**config.mk**
```make
export PLATFORM = sky130hd
export DESIGN_NAME = multi_port_gpio_alt_functions
export DESIGN_NICKNAME = d
export VERILOG_FILES = /design/src/core/gpio_alt_pkg.sv /design/src/core/pin_sync.sv /design/src/core/port_pin_mux.sv /design/src/core/multi_port_gpio_alt_functions.sv
export SDC_FILE = /design/constraint.sdc
export NUM_CORES = 1
export LEC_CHECK = 0
export ABC_AREA = 0
export CAP_MARGIN = 20
export CORE_ASPECT_RATIO = 1.4
export CORE_MARGIN = 5
export CORE_UTILIZATION = 62
export CTS_CLUSTER_DIAMETER = 30
export CTS_CLUSTER_SIZE = 24
export DETAILED_ROUTE_END_ITERATION = 16
export DONT_BUFFER_PORTS = 1
export PLACE_DENSITY = 0.81
export SLEW_MARGIN = 25
export SYNTH_ARGS = -nofsm -noshare
export SYNTH_HDL_FRONTEND = slang
export SYNTH_SLANG_ARGS = --single-unit
```
**constraint.sdc**
```tcl
create_clock -name clk_sys_i -period 1.75 [get_ports clk_sys_i]
set_input_delay 0.0875 -clock clk_sys_i [delete_from_list [all_inputs] [get_ports clk_sys_i]]
set_output_delay 0.0875 -clock clk_sys_i [all_outputs]
set_load 0.1 [all_outputs]
```
**src/core/gpio_alt_pkg.sv**
```systemverilog
// Behaviour
// - port three: eight latch bits, alternate functions
// - latch zero overrides the pin's alternate function
// - port three bits 7,6: external read/write strobes
// - bits 5,4: timer, capture and quadrature inputs
// - bits 3,2: the two external interrupt inputs
// - bit 1 serial transmit, bit 0 serial receive
// - port five byte-only: segments 15-10, pulse 7,6
// - port six byte-only: lcd segments 23 to 16
// - port seven byte-only: lcd segments 31 to 24
package gpio_alt_pkg;

  // printed register indices; byte address is four times the index
  localparam logic [7:0]  PORT_THREE_IDX   = 8'hb0;
  localparam logic [7:0]  PORT_FIVE_IDX    = 8'hb1;
  localparam logic [7:0]  PORT_SIX_IDX     = 8'hb2;
  localparam logic [7:0]  PORT_SEVEN_IDX   = 8'hb3;

  // extra control and status registers, byte addresses
  localparam logic [11:0] ALT_SEL_THREE_ADDR = 12'h300;
  localparam logic [11:0] ALT_SEL_FIVE_ADDR  = 12'h304;
  localparam logic [11:0] ALT_SEL_SIX_ADDR   = 12'h308;
  localparam logic [11:0] ALT_SEL_SEVEN_ADDR = 12'h30c;
  localparam logic [11:0] THREE_BIT_SET_ADDR = 12'h310;
  localparam logic [11:0] THREE_BIT_CLR_ADDR = 12'h314;
  localparam logic [11:0] LATCH_VIEW_ADDR    = 12'h318;

  // values after reset
  localparam logic [7:0]  LATCH_RESET      = 8'hff;
  localparam logic [7:0]  ALT_SEL_RESET    = 8'h00;

  // pins whose alternate function is an output the block drives
  localparam logic [7:0]  THREE_ALT_DRIVE  = 8'hc2;
  localparam logic [7:0]  FULL_ALT_DRIVE   = 8'hff;

  // port three bit positions
  localparam int RD_STROBE_BIT  = 7;
  localparam int WR_STROBE_BIT  = 6;
  localparam int CNT_ONE_BIT    = 5;
  localparam int CNT_ZERO_BIT   = 4;
  localparam int IRQ_ONE_BIT    = 3;
  localparam int IRQ_ZERO_BIT   = 2;
  localparam int TXD_BIT        = 1;
  localparam int RXD_BIT        = 0;

  // outputs of on-chip peripherals that may appear on pins
  typedef struct packed {
    logic        rd_strobe;
    logic        wr_strobe;
    logic        txd;
    logic        pulse_channel_seven;
    logic        pulse_channel_six;
    logic [31:10] lcd_segment_out;
  } alt_out_type;

  // pin levels handed to on-chip peripherals
  typedef struct packed {
    logic timer_one_count_in;
    logic capture_one_in;
    logic quadrature_in_b;
    logic timer_zero_count_in;
    logic capture_zero_in;
    logic quadrature_in_a;
    logic ext_irq_one;
    logic ext_irq_zero;
    logic rxd;
  } alt_in_type;

  // byte address of a printed register index
  function automatic logic [11:0] reg_addr(input logic [7:0] idx);
    reg_addr = {2'b00, idx, 2'b00};
  endfunction : reg_addr

endpackage : gpio_alt_pkg

```
**src/core/pin_sync.sv**
```systemverilog
`timescale 1ns/1ps
module pin_sync
  import gpio_alt_pkg::*;
(
  // clock and reset
  input  wire logic        clk_sys_i,
  input  wire logic        srst_i,
  // raw pin levels and their synchronised copy
  input  wire logic [31:0] pin_i,
  output logic      [31:0] pin_sync_o
);

  logic [31:0] stage_one_q;
  logic [31:0] stage_two_q;

  // two flops; the first is read only by the second
  always_ff @(posedge clk_sys_i) begin
    if (srst_i) begin
      stage_one_q <= 32'hffff_ffff;
      stage_two_q <= 32'hffff_ffff;
    end else begin
      stage_one_q <= pin_i;
      stage_two_q <= stage_one_q;
    end
  end

  assign pin_sync_o = stage_two_q;

endmodule : pin_sync

```
**src/core/port_pin_mux.sv**
```systemverilog
`timescale 1ns/1ps
module port_pin_mux
  import gpio_alt_pkg::*;
(
  // port state
  input  wire logic [7:0] latch_i,
  input  wire logic [7:0] alt_sel_i,
  // alternate output values and which pins may drive them
  input  wire logic [7:0] alt_val_i,
  input  wire logic [7:0] alt_drive_i,
  // next pin drive
  output logic      [7:0] pin_o,
  output logic      [7:0] pin_oe_o
);

  logic [7:0] alt_on_w;

  // alternate output only while the latch bit holds one
  assign alt_on_w = alt_sel_i & alt_drive_i & latch_i;

  // a zero latch pulls low hard; a one releases to the pull-up unless a selected output-type alternate drives
  assign pin_oe_o = alt_on_w | ~latch_i;
  assign pin_o    = alt_on_w & alt_val_i;

endmodule : port_pin_mux

```
**src/core/multi_port_gpio_alt_functions.sv**
```systemverilog
// Implementation choice: the APB interface to the registers.
`timescale 1ns/1ps
module multi_port_gpio_alt_functions
  import gpio_alt_pkg::*;
(
  // clock and reset
  input  wire logic        clk_sys_i,
  input  wire logic        srst_i,
  // apb slave
  input  wire logic [11:0] paddr_i,
  input  wire logic        psel_i,
  input  wire logic        penable_i,
  input  wire logic        pwrite_i,
  input  wire logic [31:0] pwdata_i,
  input  wire logic [3:0]  pstrb_i,
  output logic      [31:0] prdata_o,
  output logic             pready_o,
  output logic             pslverr_o,
  // port three pins
  input  wire logic [7:0]  port_three_pin_i,
  output logic      [7:0]  port_three_pin_o,
  output logic      [7:0]  port_three_pin_oe_o,
  // port five pins
  input  wire logic [7:0]  port_five_pin_i,
  output logic      [7:0]  port_five_pin_o,
  output logic      [7:0]  port_five_pin_oe_o,
  // port six pins
  input  wire logic [7:0]  port_six_pin_i,
  output logic      [7:0]  port_six_pin_o,
  output logic      [7:0]  port_six_pin_oe_o,
  // port seven pins
  input  wire logic [7:0]  port_seven_pin_i,
  output logic      [7:0]  port_seven_pin_o,
  output logic      [7:0]  port_seven_pin_oe_o,
  // on-chip peripherals
  input  wire alt_out_type alt_out_i,
  output alt_in_type       alt_in_o
);

  // port latches and alternate selects
  logic [7:0]  port_three_latch_q;
  logic [7:0]  port_three_latch_d;
  logic [7:0]  port_five_latch_q;
  logic [7:0]  port_five_latch_d;
  logic [7:0]  port_six_latch_q;
  logic [7:0]  port_six_latch_d;
  logic [7:0]  port_seven_latch_q;
  logic [7:0]  port_seven_latch_d;
  logic [7:0]  alt_sel_three_q;
  logic [7:0]  alt_sel_five_q;
  logic [7:0]  alt_sel_six_q;
  logic [7:0]  alt_sel_seven_q;

  // bus state
  logic        pready_q;
  logic        pready_d;
  logic [31:0] prdata_q;
  logic        pslverr_q;

  // pin side registers
  logic [7:0]  three_pin_q;
  logic [7:0]  three_oe_q;
  logic [7:0]  five_pin_q;
  logic [7:0]  five_oe_q;
  logic [7:0]  six_pin_q;
  logic [7:0]  six_oe_q;
  logic [7:0]  seven_pin_q;
  logic [7:0]  seven_oe_q;
  alt_in_type  alt_in_q;
  alt_in_type  alt_in_d;

  // wires
  logic [31:0] pin_sync_w;
  logic [7:0]  three_sync_w;
  logic [7:0]  five_sync_w;
  logic [7:0]  six_sync_w;
  logic [7:0]  seven_sync_w;
  logic [7:0]  three_alt_w;
  logic [7:0]  five_alt_w;
  logic [7:0]  six_alt_w;
  logic [7:0]  seven_alt_w;
  logic [7:0]  three_pin_d;
  logic [7:0]  three_oe_d;
  logic [7:0]  five_pin_d;
  logic [7:0]  five_oe_d;
  logic [7:0]  six_pin_d;
  logic [7:0]  six_oe_d;
  logic [7:0]  seven_pin_d;
  logic [7:0]  seven_oe_d;
  logic        access_w;
  logic        wr_w;
  logic        lane_w;
  logic [7:0]  wbyte_w;
  logic        hit_three_w;
  logic        hit_five_w;
  logic        hit_six_w;
  logic        hit_seven_w;
  logic        hit_sel_three_w;
  logic        hit_sel_five_w;
  logic        hit_sel_six_w;
  logic        hit_sel_seven_w;
  logic        hit_set_w;
  logic        hit_clr_w;
  logic        hit_view_w;
  logic        mapped_w;
  logic [31:0] rd_data_w;

  // every pin passes two flops before any logic looks at it
  pin_sync u_pin_sync (
    .clk_sys_i  (clk_sys_i),
    .srst_i     (srst_i),
    .pin_i      ({port_seven_pin_i, port_six_pin_i,
                  port_five_pin_i, port_three_pin_i}),
    .pin_sync_o (pin_sync_w)
  );

  assign three_sync_w = pin_sync_w[7:0];
  assign five_sync_w  = pin_sync_w[15:8];
  assign six_sync_w   = pin_sync_w[23:16];
  assign seven_sync_w = pin_sync_w[31:24];

  // address decode; printed indices sit at four times their value
  assign hit_three_w     = paddr_i == reg_addr(PORT_THREE_IDX);
  assign hit_five_w      = paddr_i == reg_addr(PORT_FIVE_IDX);
  assign hit_six_w       = paddr_i == reg_addr(PORT_SIX_IDX);
  assign hit_seven_w     = paddr_i == reg_addr(PORT_SEVEN_IDX);
  assign hit_sel_three_w = paddr_i == ALT_SEL_THREE_ADDR;
  assign hit_sel_five_w  = paddr_i == ALT_SEL_FIVE_ADDR;
  assign hit_sel_six_w   = paddr_i == ALT_SEL_SIX_ADDR;
  assign hit_sel_seven_w = paddr_i == ALT_SEL_SEVEN_ADDR;
  assign hit_set_w       = paddr_i == THREE_BIT_SET_ADDR;
  assign hit_clr_w       = paddr_i == THREE_BIT_CLR_ADDR;
  assign hit_view_w      = paddr_i == LATCH_VIEW_ADDR;
  assign mapped_w = hit_three_w | hit_five_w | hit_six_w | hit_seven_w |
                    hit_sel_three_w | hit_sel_five_w | hit_sel_six_w |
                    hit_sel_seven_w | hit_set_w | hit_clr_w | hit_view_w;

  // one wait state: pready rises in the second access cycle
  assign access_w = psel_i & penable_i;
  assign pready_d = access_w & ~pready_q;
  assign wr_w     = access_w & pwrite_i & pready_q;
  assign lane_w   = wr_w & pstrb_i[0];
  assign wbyte_w  = pwdata_i[7:0];

  // port reads give pin levels, not latch contents
  assign rd_data_w =
    hit_three_w     ? {24'h00_0000, three_sync_w}    :
    hit_five_w      ? {24'h00_0000, five_sync_w}     :
    hit_six_w       ? {24'h00_0000, six_sync_w}      :
    hit_seven_w     ? {24'h00_0000, seven_sync_w}    :
    hit_sel_three_w ? {24'h00_0000, alt_sel_three_q} :
    hit_sel_five_w  ? {24'h00_0000, alt_sel_five_q}  :
    hit_sel_six_w   ? {24'h00_0000, alt_sel_six_q}   :
    hit_sel_seven_w ? {24'h00_0000, alt_sel_seven_q} :
    hit_view_w      ? {port_seven_latch_q, port_six_latch_q,
                       port_five_latch_q, port_three_latch_q} :
                      32'h0000_0000;

  // port three alone also takes single-bit set and clear
  assign port_three_latch_d =
    (lane_w & hit_three_w) ? wbyte_w :
    (lane_w & hit_set_w)   ? (port_three_latch_q | wbyte_w) :
    (lane_w & hit_clr_w)   ? (port_three_latch_q & ~wbyte_w) :
                             port_three_latch_q;

  // the other ports are written only as a whole byte
  assign port_five_latch_d  = (lane_w & hit_five_w) ?
                              wbyte_w : port_five_latch_q;
  assign port_six_latch_d   = (lane_w & hit_six_w) ?
                              wbyte_w : port_six_latch_q;
  assign port_seven_latch_d = (lane_w & hit_seven_w) ?
                              wbyte_w : port_seven_latch_q;

  // bus handshake and read data
  always_ff @(posedge clk_sys_i) begin
    if (srst_i) begin
      pready_q  <= 1'b0;
      prdata_q  <= 32'h0000_0000;
      pslverr_q <= 1'b0;
    end else begin
      pready_q <= pready_d;
      if (pready_d) begin
        prdata_q  <= pwrite_i ? 32'h0000_0000 : rd_data_w;
        pslverr_q <= ~mapped_w; // unmapped address answers with error
      end else begin
        pslverr_q <= 1'b0;
      end
    end
  end

  // port latches
  always_ff @(posedge clk_sys_i) begin
    if (srst_i) begin
      port_three_latch_q <= LATCH_RESET;
      port_five_latch_q  <= LATCH_RESET;
      port_six_latch_q   <= LATCH_RESET;
      port_seven_latch_q <= LATCH_RESET;
    end else begin
      port_three_latch_q <= port_three_latch_d;
      port_five_latch_q  <= port_five_latch_d;
      port_six_latch_q   <= port_six_latch_d;
      port_seven_latch_q <= port_seven_latch_d;
    end
  end

  // alternate selects; reset leaves every pin as plain gpio
  always_ff @(posedge clk_sys_i) begin
    if (srst_i) begin
      alt_sel_three_q <= ALT_SEL_RESET;
      alt_sel_five_q  <= ALT_SEL_RESET;
      alt_sel_six_q   <= ALT_SEL_RESET;
      alt_sel_seven_q <= ALT_SEL_RESET;
    end else if (lane_w) begin
      if (hit_sel_three_w) begin
        alt_sel_three_q <= wbyte_w;
      end
      if (hit_sel_five_w) begin
        alt_sel_five_q <= wbyte_w;
      end
      if (hit_sel_six_w) begin
        alt_sel_six_q <= wbyte_w;
      end
      if (hit_sel_seven_w) begin
        alt_sel_seven_q <= wbyte_w;
      end
    end
  end

  // peripheral outputs placed on their pins
  assign three_alt_w = {alt_out_i.rd_strobe,
                        alt_out_i.wr_strobe,
                        4'h0,
                        alt_out_i.txd,
                        1'b0};
  assign five_alt_w  = {alt_out_i.lcd_segment_out[15:10],
                        alt_out_i.pulse_channel_seven,
                        alt_out_i.pulse_channel_six};
  assign six_alt_w   = alt_out_i.lcd_segment_out[23:16];
  assign seven_alt_w = alt_out_i.lcd_segment_out[31:24];

  // one mux per port; only output-type alternates ever drive
  port_pin_mux u_mux_three (
    .latch_i     (port_three_latch_q),
    .alt_sel_i   (alt_sel_three_q),
    .alt_val_i   (three_alt_w),
    .alt_drive_i (THREE_ALT_DRIVE),
    .pin_o       (three_pin_d),
    .pin_oe_o    (three_oe_d)
  );

  port_pin_mux u_mux_five (
    .latch_i     (port_five_latch_q),
    .alt_sel_i   (alt_sel_five_q),
    .alt_val_i   (five_alt_w),
    .alt_drive_i (FULL_ALT_DRIVE),
    .pin_o       (five_pin_d),
    .pin_oe_o    (five_oe_d)
  );

  port_pin_mux u_mux_six (
    .latch_i     (port_six_latch_q),
    .alt_sel_i   (alt_sel_six_q),
    .alt_val_i   (six_alt_w),
    .alt_drive_i (FULL_ALT_DRIVE),
    .pin_o       (six_pin_d),
    .pin_oe_o    (six_oe_d)
  );

  port_pin_mux u_mux_seven (
    .latch_i     (port_seven_latch_q),
    .alt_sel_i   (alt_sel_seven_q),
    .alt_val_i   (seven_alt_w),
    .alt_drive_i (FULL_ALT_DRIVE),
    .pin_o       (seven_pin_d),
    .pin_oe_o    (seven_oe_d)
  );

  // alternate inputs see the pin only while its latch holds one;
  // a zero latch drives the pin low, so the input reads low too
  assign alt_in_d.timer_one_count_in  = three_sync_w[CNT_ONE_BIT] &
                                        port_three_latch_q[CNT_ONE_BIT];
  assign alt_in_d.capture_one_in      = alt_in_d.timer_one_count_in;
  assign alt_in_d.quadrature_in_b     = alt_in_d.timer_one_count_in;
  assign alt_in_d.timer_zero_count_in = three_sync_w[CNT_ZERO_BIT] &
                                        port_three_latch_q[CNT_ZERO_BIT];
  assign alt_in_d.capture_zero_in     = alt_in_d.timer_zero_count_in;
  assign alt_in_d.quadrature_in_a     = alt_in_d.timer_zero_count_in;
  assign alt_in_d.ext_irq_one         = three_sync_w[IRQ_ONE_BIT] &
                                        port_three_latch_q[IRQ_ONE_BIT];
  assign alt_in_d.ext_irq_zero        = three_sync_w[IRQ_ZERO_BIT] &
                                        port_three_latch_q[IRQ_ZERO_BIT];
  assign alt_in_d.rxd                 = three_sync_w[RXD_BIT] &
                                        port_three_latch_q[RXD_BIT];

  // peripheral inputs registered; costs one cycle of latency
  always_ff @(posedge clk_sys_i) begin
    if (srst_i) begin
      alt_in_q <= '0;
    end else begin
      alt_in_q <= alt_in_d;
    end
  end

  // pin drive registered so pins never glitch on bus decode
  always_ff @(posedge clk_sys_i) begin
    if (srst_i) begin
      three_pin_q <= 8'h00;
      three_oe_q  <= 8'h00;
      five_pin_q  <= 8'h00;
      five_oe_q   <= 8'h00;
      six_pin_q   <= 8'h00;
      six_oe_q    <= 8'h00;
      seven_pin_q <= 8'h00;
      seven_oe_q  <= 8'h00;
    end else begin
      three_pin_q <= three_pin_d;
      three_oe_q  <= three_oe_d;
      five_pin_q  <= five_pin_d;
      five_oe_q   <= five_oe_d;
      six_pin_q   <= six_pin_d;
      six_oe_q    <= six_oe_d;
      seven_pin_q <= seven_pin_d;
      seven_oe_q  <= seven_oe_d;
    end
  end

  // outputs
  assign prdata_o            = prdata_q;
  assign pready_o            = pready_q;
  assign pslverr_o           = pslverr_q;
  assign port_three_pin_o    = three_pin_q;
  assign port_three_pin_oe_o = three_oe_q;
  assign port_five_pin_o     = five_pin_q;
  assign port_five_pin_oe_o  = five_oe_q;
  assign port_six_pin_o      = six_pin_q;
  assign port_six_pin_oe_o   = six_oe_q;
  assign port_seven_pin_o    = seven_pin_q;
  assign port_seven_pin_oe_o = seven_oe_q;
  assign alt_in_o            = alt_in_q;

endmodule : multi_port_gpio_alt_functions

```
==> results_dict.tcl <==
set metrics [dict create \
    max_freq_mhz 564 \
    clk_path_buf_depth 3 \
    postSynthCellCount 782 \
    outcome "finished, violations left" \
    synth_top_cell_by_area "dfxtp_1" \
    hold_viol 0 \
    numCtsBuffers 27 \
    clockPowerShare_pct 49.3 \
    synth_simple_gate_area_share_pct 20.1 \
    ys_ff_latch 226 \
    synth_compound_area_share_pct 13.5 \
    die_h_um 145 \
    routed_wl_um 31000 \
    place_congestion 0.887 \
    switching_share_pct 27.0 \
    setup_viol 6 \
    clkTransAtPathRegs_ns 0.07 \
    period_needed_ns 1.77 \
    worstSkewPairLatency_ns 0.55 \
    seqPwrFrac_pct 44.7 \
    holdPathStages 4 \
    drt_iter0_markers 825 \
    cts-htree-levels 1 \
    firstDrtPassIters 6 \
    period_share_pct 101 \
    yosys-top-cells-area "dfxtp_1, mux2i_1, or2_2, a21oi_1, and4b_1" \
    grt_max_degree 106 \
    fin_nets 1167 \
    p_int_w 0.00864 \
    drv_cap 0 \
    hold_class "in2reg" \
    ys.flop_type "dfxtp_1" \
    reg2reg_slack_ns -0.02 \
    p_per_area_nw_per_um2 997 \
    worstPathArrival_ns 2.23 \
    initial_utilization_pct 63.1 \
    power_frac_comb_pct 6.1 \
    ys_top_cells_by_count "dfxtp_1, or2_2, a21oi_1" \
    cts-root-buf "clkbuf_16" \
    yosysWarnings 0 \
    synthesis.area_um2 8130 \
    gr-total-overflow 0 \
    die_area_um2 15500 \
    vias 7684 \
    grt_pass1_vias 8158 \
    synthAdderAreaFrac_pct 0 \
    dp_hpwl_um 14100 \
    die_w_um 107 \
    min_to "prdata_o[5]" \
    fill_cells 442 \
    setup_ws_ns -0.0240 \
    leakagePower_nw 4.89 \
    tightest_slew_ns 0.837 \
    viasPerCell 6.24 \
    crit_path_start_kind "input port" \
    drv_slew 0 \
    synth_edf_count 0 \
    synth.area.mux_share_pct 5.79 \
    synth_seq_area_share_pct 55.6 \
    reg2reg_to "alt_sel_five_q[0]" \
    track_usage_pct 37.6 \
    post_dp_cell_area_um2 9050 \
    synth_top_area_share_pct 55.6 \
    crit_type "in2reg" \
    drive_gt1_share_pct 25.5 \
    synth-xor-area-share_pct 0.215 \
    cp_data_required_time_ns 2.21 \
    io_pins 219 \
    wire_per_inst_um 25.2 \
    portBuffers 0 \
    slew_headroom_pct 44.5 \
    reg2reg_from "pready_o" \
    synth.most_common_cell "dfxtp_1" \
    area_delta_synth_final_pct 46.0 \
    clock-sinks 226 \
    ir_worst_vdd_uv 964 \
    drc 0 \
    rows 49 \
    synth_async_sr_flop_share_pct 0 \
    avgSynthCellArea_um2 10.4 \
    coreArea_um2 12900 \
    violations "negative setup slack" \
    tns_ns -0.0860 \
    tritoncts "done" \
    rr_worst_depth 7 \
    hold_start "paddr_i[3]" \
    synth_cell_types 52 \
    crit_path_end_kind "flip-flop" \
    antenna_found_initial 3 \
    synth_top_family_by_area "simple AND/OR/NAND/NOR gates" \
    antenna_left 0 \
    p_switching_w 0.00319 \
    grt_pass1_wl_um 45700 \
    final_cell_area_um2 11900 \
    crit_fanout 10 \
    finClkSkew_ns 0.0181 \
]
power by group through the flow:
stage	Combinational [W]	Clock [W]	Sequential, W
4_1_cts	0.000658	0.00569	0.00528
3_3_place_gp	0.000335	0	0.00539
2_1_floorplan	0.000358	0	0.00542
6_report	0.000719	0.00583	0.00528
3_5_place_dp	0.000339	0	0.00539
5_1_grt	0.000747	0.00603	0.00529
timing repair:
item / in CTS / in global routing
endpoints found under the setup margin: 0 / 43
gates resized for setup: 0 / 6
endpoints found under the hold margin: 212 / 1
buffers inserted: 0 / 5
hold buffers: 175 / 2
metal layers:
metal / routed length (um) / global-route usage (%) / vias to the layer above
met4: 2470 / 24.4 / 0
met5: 0 / 0 / -
met1: 10000 / 38.6 / 3652
met2: 15900 / 68.1 / 583
li1: - / - / 3255
met3: 2640 / 7.46 / 194
worst max-delay path by stage:
stage	startpoint	endpoint	slack (ns)	cells after the start
CTS	pready_o	pslverr_o	0.06	6
detailed placement	paddr_i[5]	alt_sel_five_q[0]	0.09	6
floorplan	pready_o	port_five_latch_q[6]	-0.03	6
finish	paddr_i[0]	prdata_o[15]	-0.02	7
global placement	paddr_i[5]	alt_sel_six_q[4]	0.09	6
global route	paddr_i[1]	prdata_o[19]	-0.04	7
critical path, cell delays in order:
cell,delay [ns]
dlygate4sd3_1,0.64
nor2_2,0.28
nand3b_2,0.22
nor4_2,0.45
buf_4,0.28
a22oi_1,0.10
nor2_1,0.16
final cells by class:
cell class	instances	area, um2	area share (%)
sequential	226	4540	38.2
multi-input combinational	471	3270	27.6
timing repair buffer	299	2790	23.5
clock buffer	27	676	5.69
clock inverter	23	285	2.40
tap	153	191	1.61
inverter	30	113	0.949
antenna	3	7.51	0.0633
stage by stage:
stage | hold slack, ns | worst slack [ns] | instances | total power, W | util [%]
4_1_cts | 0.000340 | 0.0556 | 1222 | 0.0116 | 91.5
6_report | 0.00777 | -0.0240 | 1232 | 0.0118 | 92.2
2_1_floorplan | 0.191 | -0.0291 | 786 | 0.00578 | -
3_5_place_dp | 0.183 | 0.0871 | 997 | 0.00573 | 70.3
5_1_grt | 0.0256 | -0.0440 | 1232 | 0.0121 | 92.2
3_3_place_gp | 0.179 | 0.0884 | 997 | 0.00572 | 70.3
cell usage in the layout, fill, tap and decap left out, types with 6 or more instances in the layout:
cell type	instances
dlygate4sd3_1	175
nor2b_1	17
mux2i_1	47
clkbuf_16	27
dfxtp_1	223
a22oi_1	11
a22o_1	14
inv_1	30
or2_2	70
o211ai_1	7
a2bb2oi_1	7
clkinv_8	8
buf_12	6
a211o_1	24
o21ai_0	26
nand2_1	31
buf_4	115
nor2_1	52
nor3_4	7
nand2b_1	10
a21o_1	7
a21oi_1	54
and4b_1	27
cell families after synthesis:
kind of cell | count (synthesis)
mux | 47
other cells | 1
simple gates | 252
flops | 226
buf+inv | 89
xor+xnor | 2
compound gates | 165
Note: power is estimated with default switching activity, not from simulation.
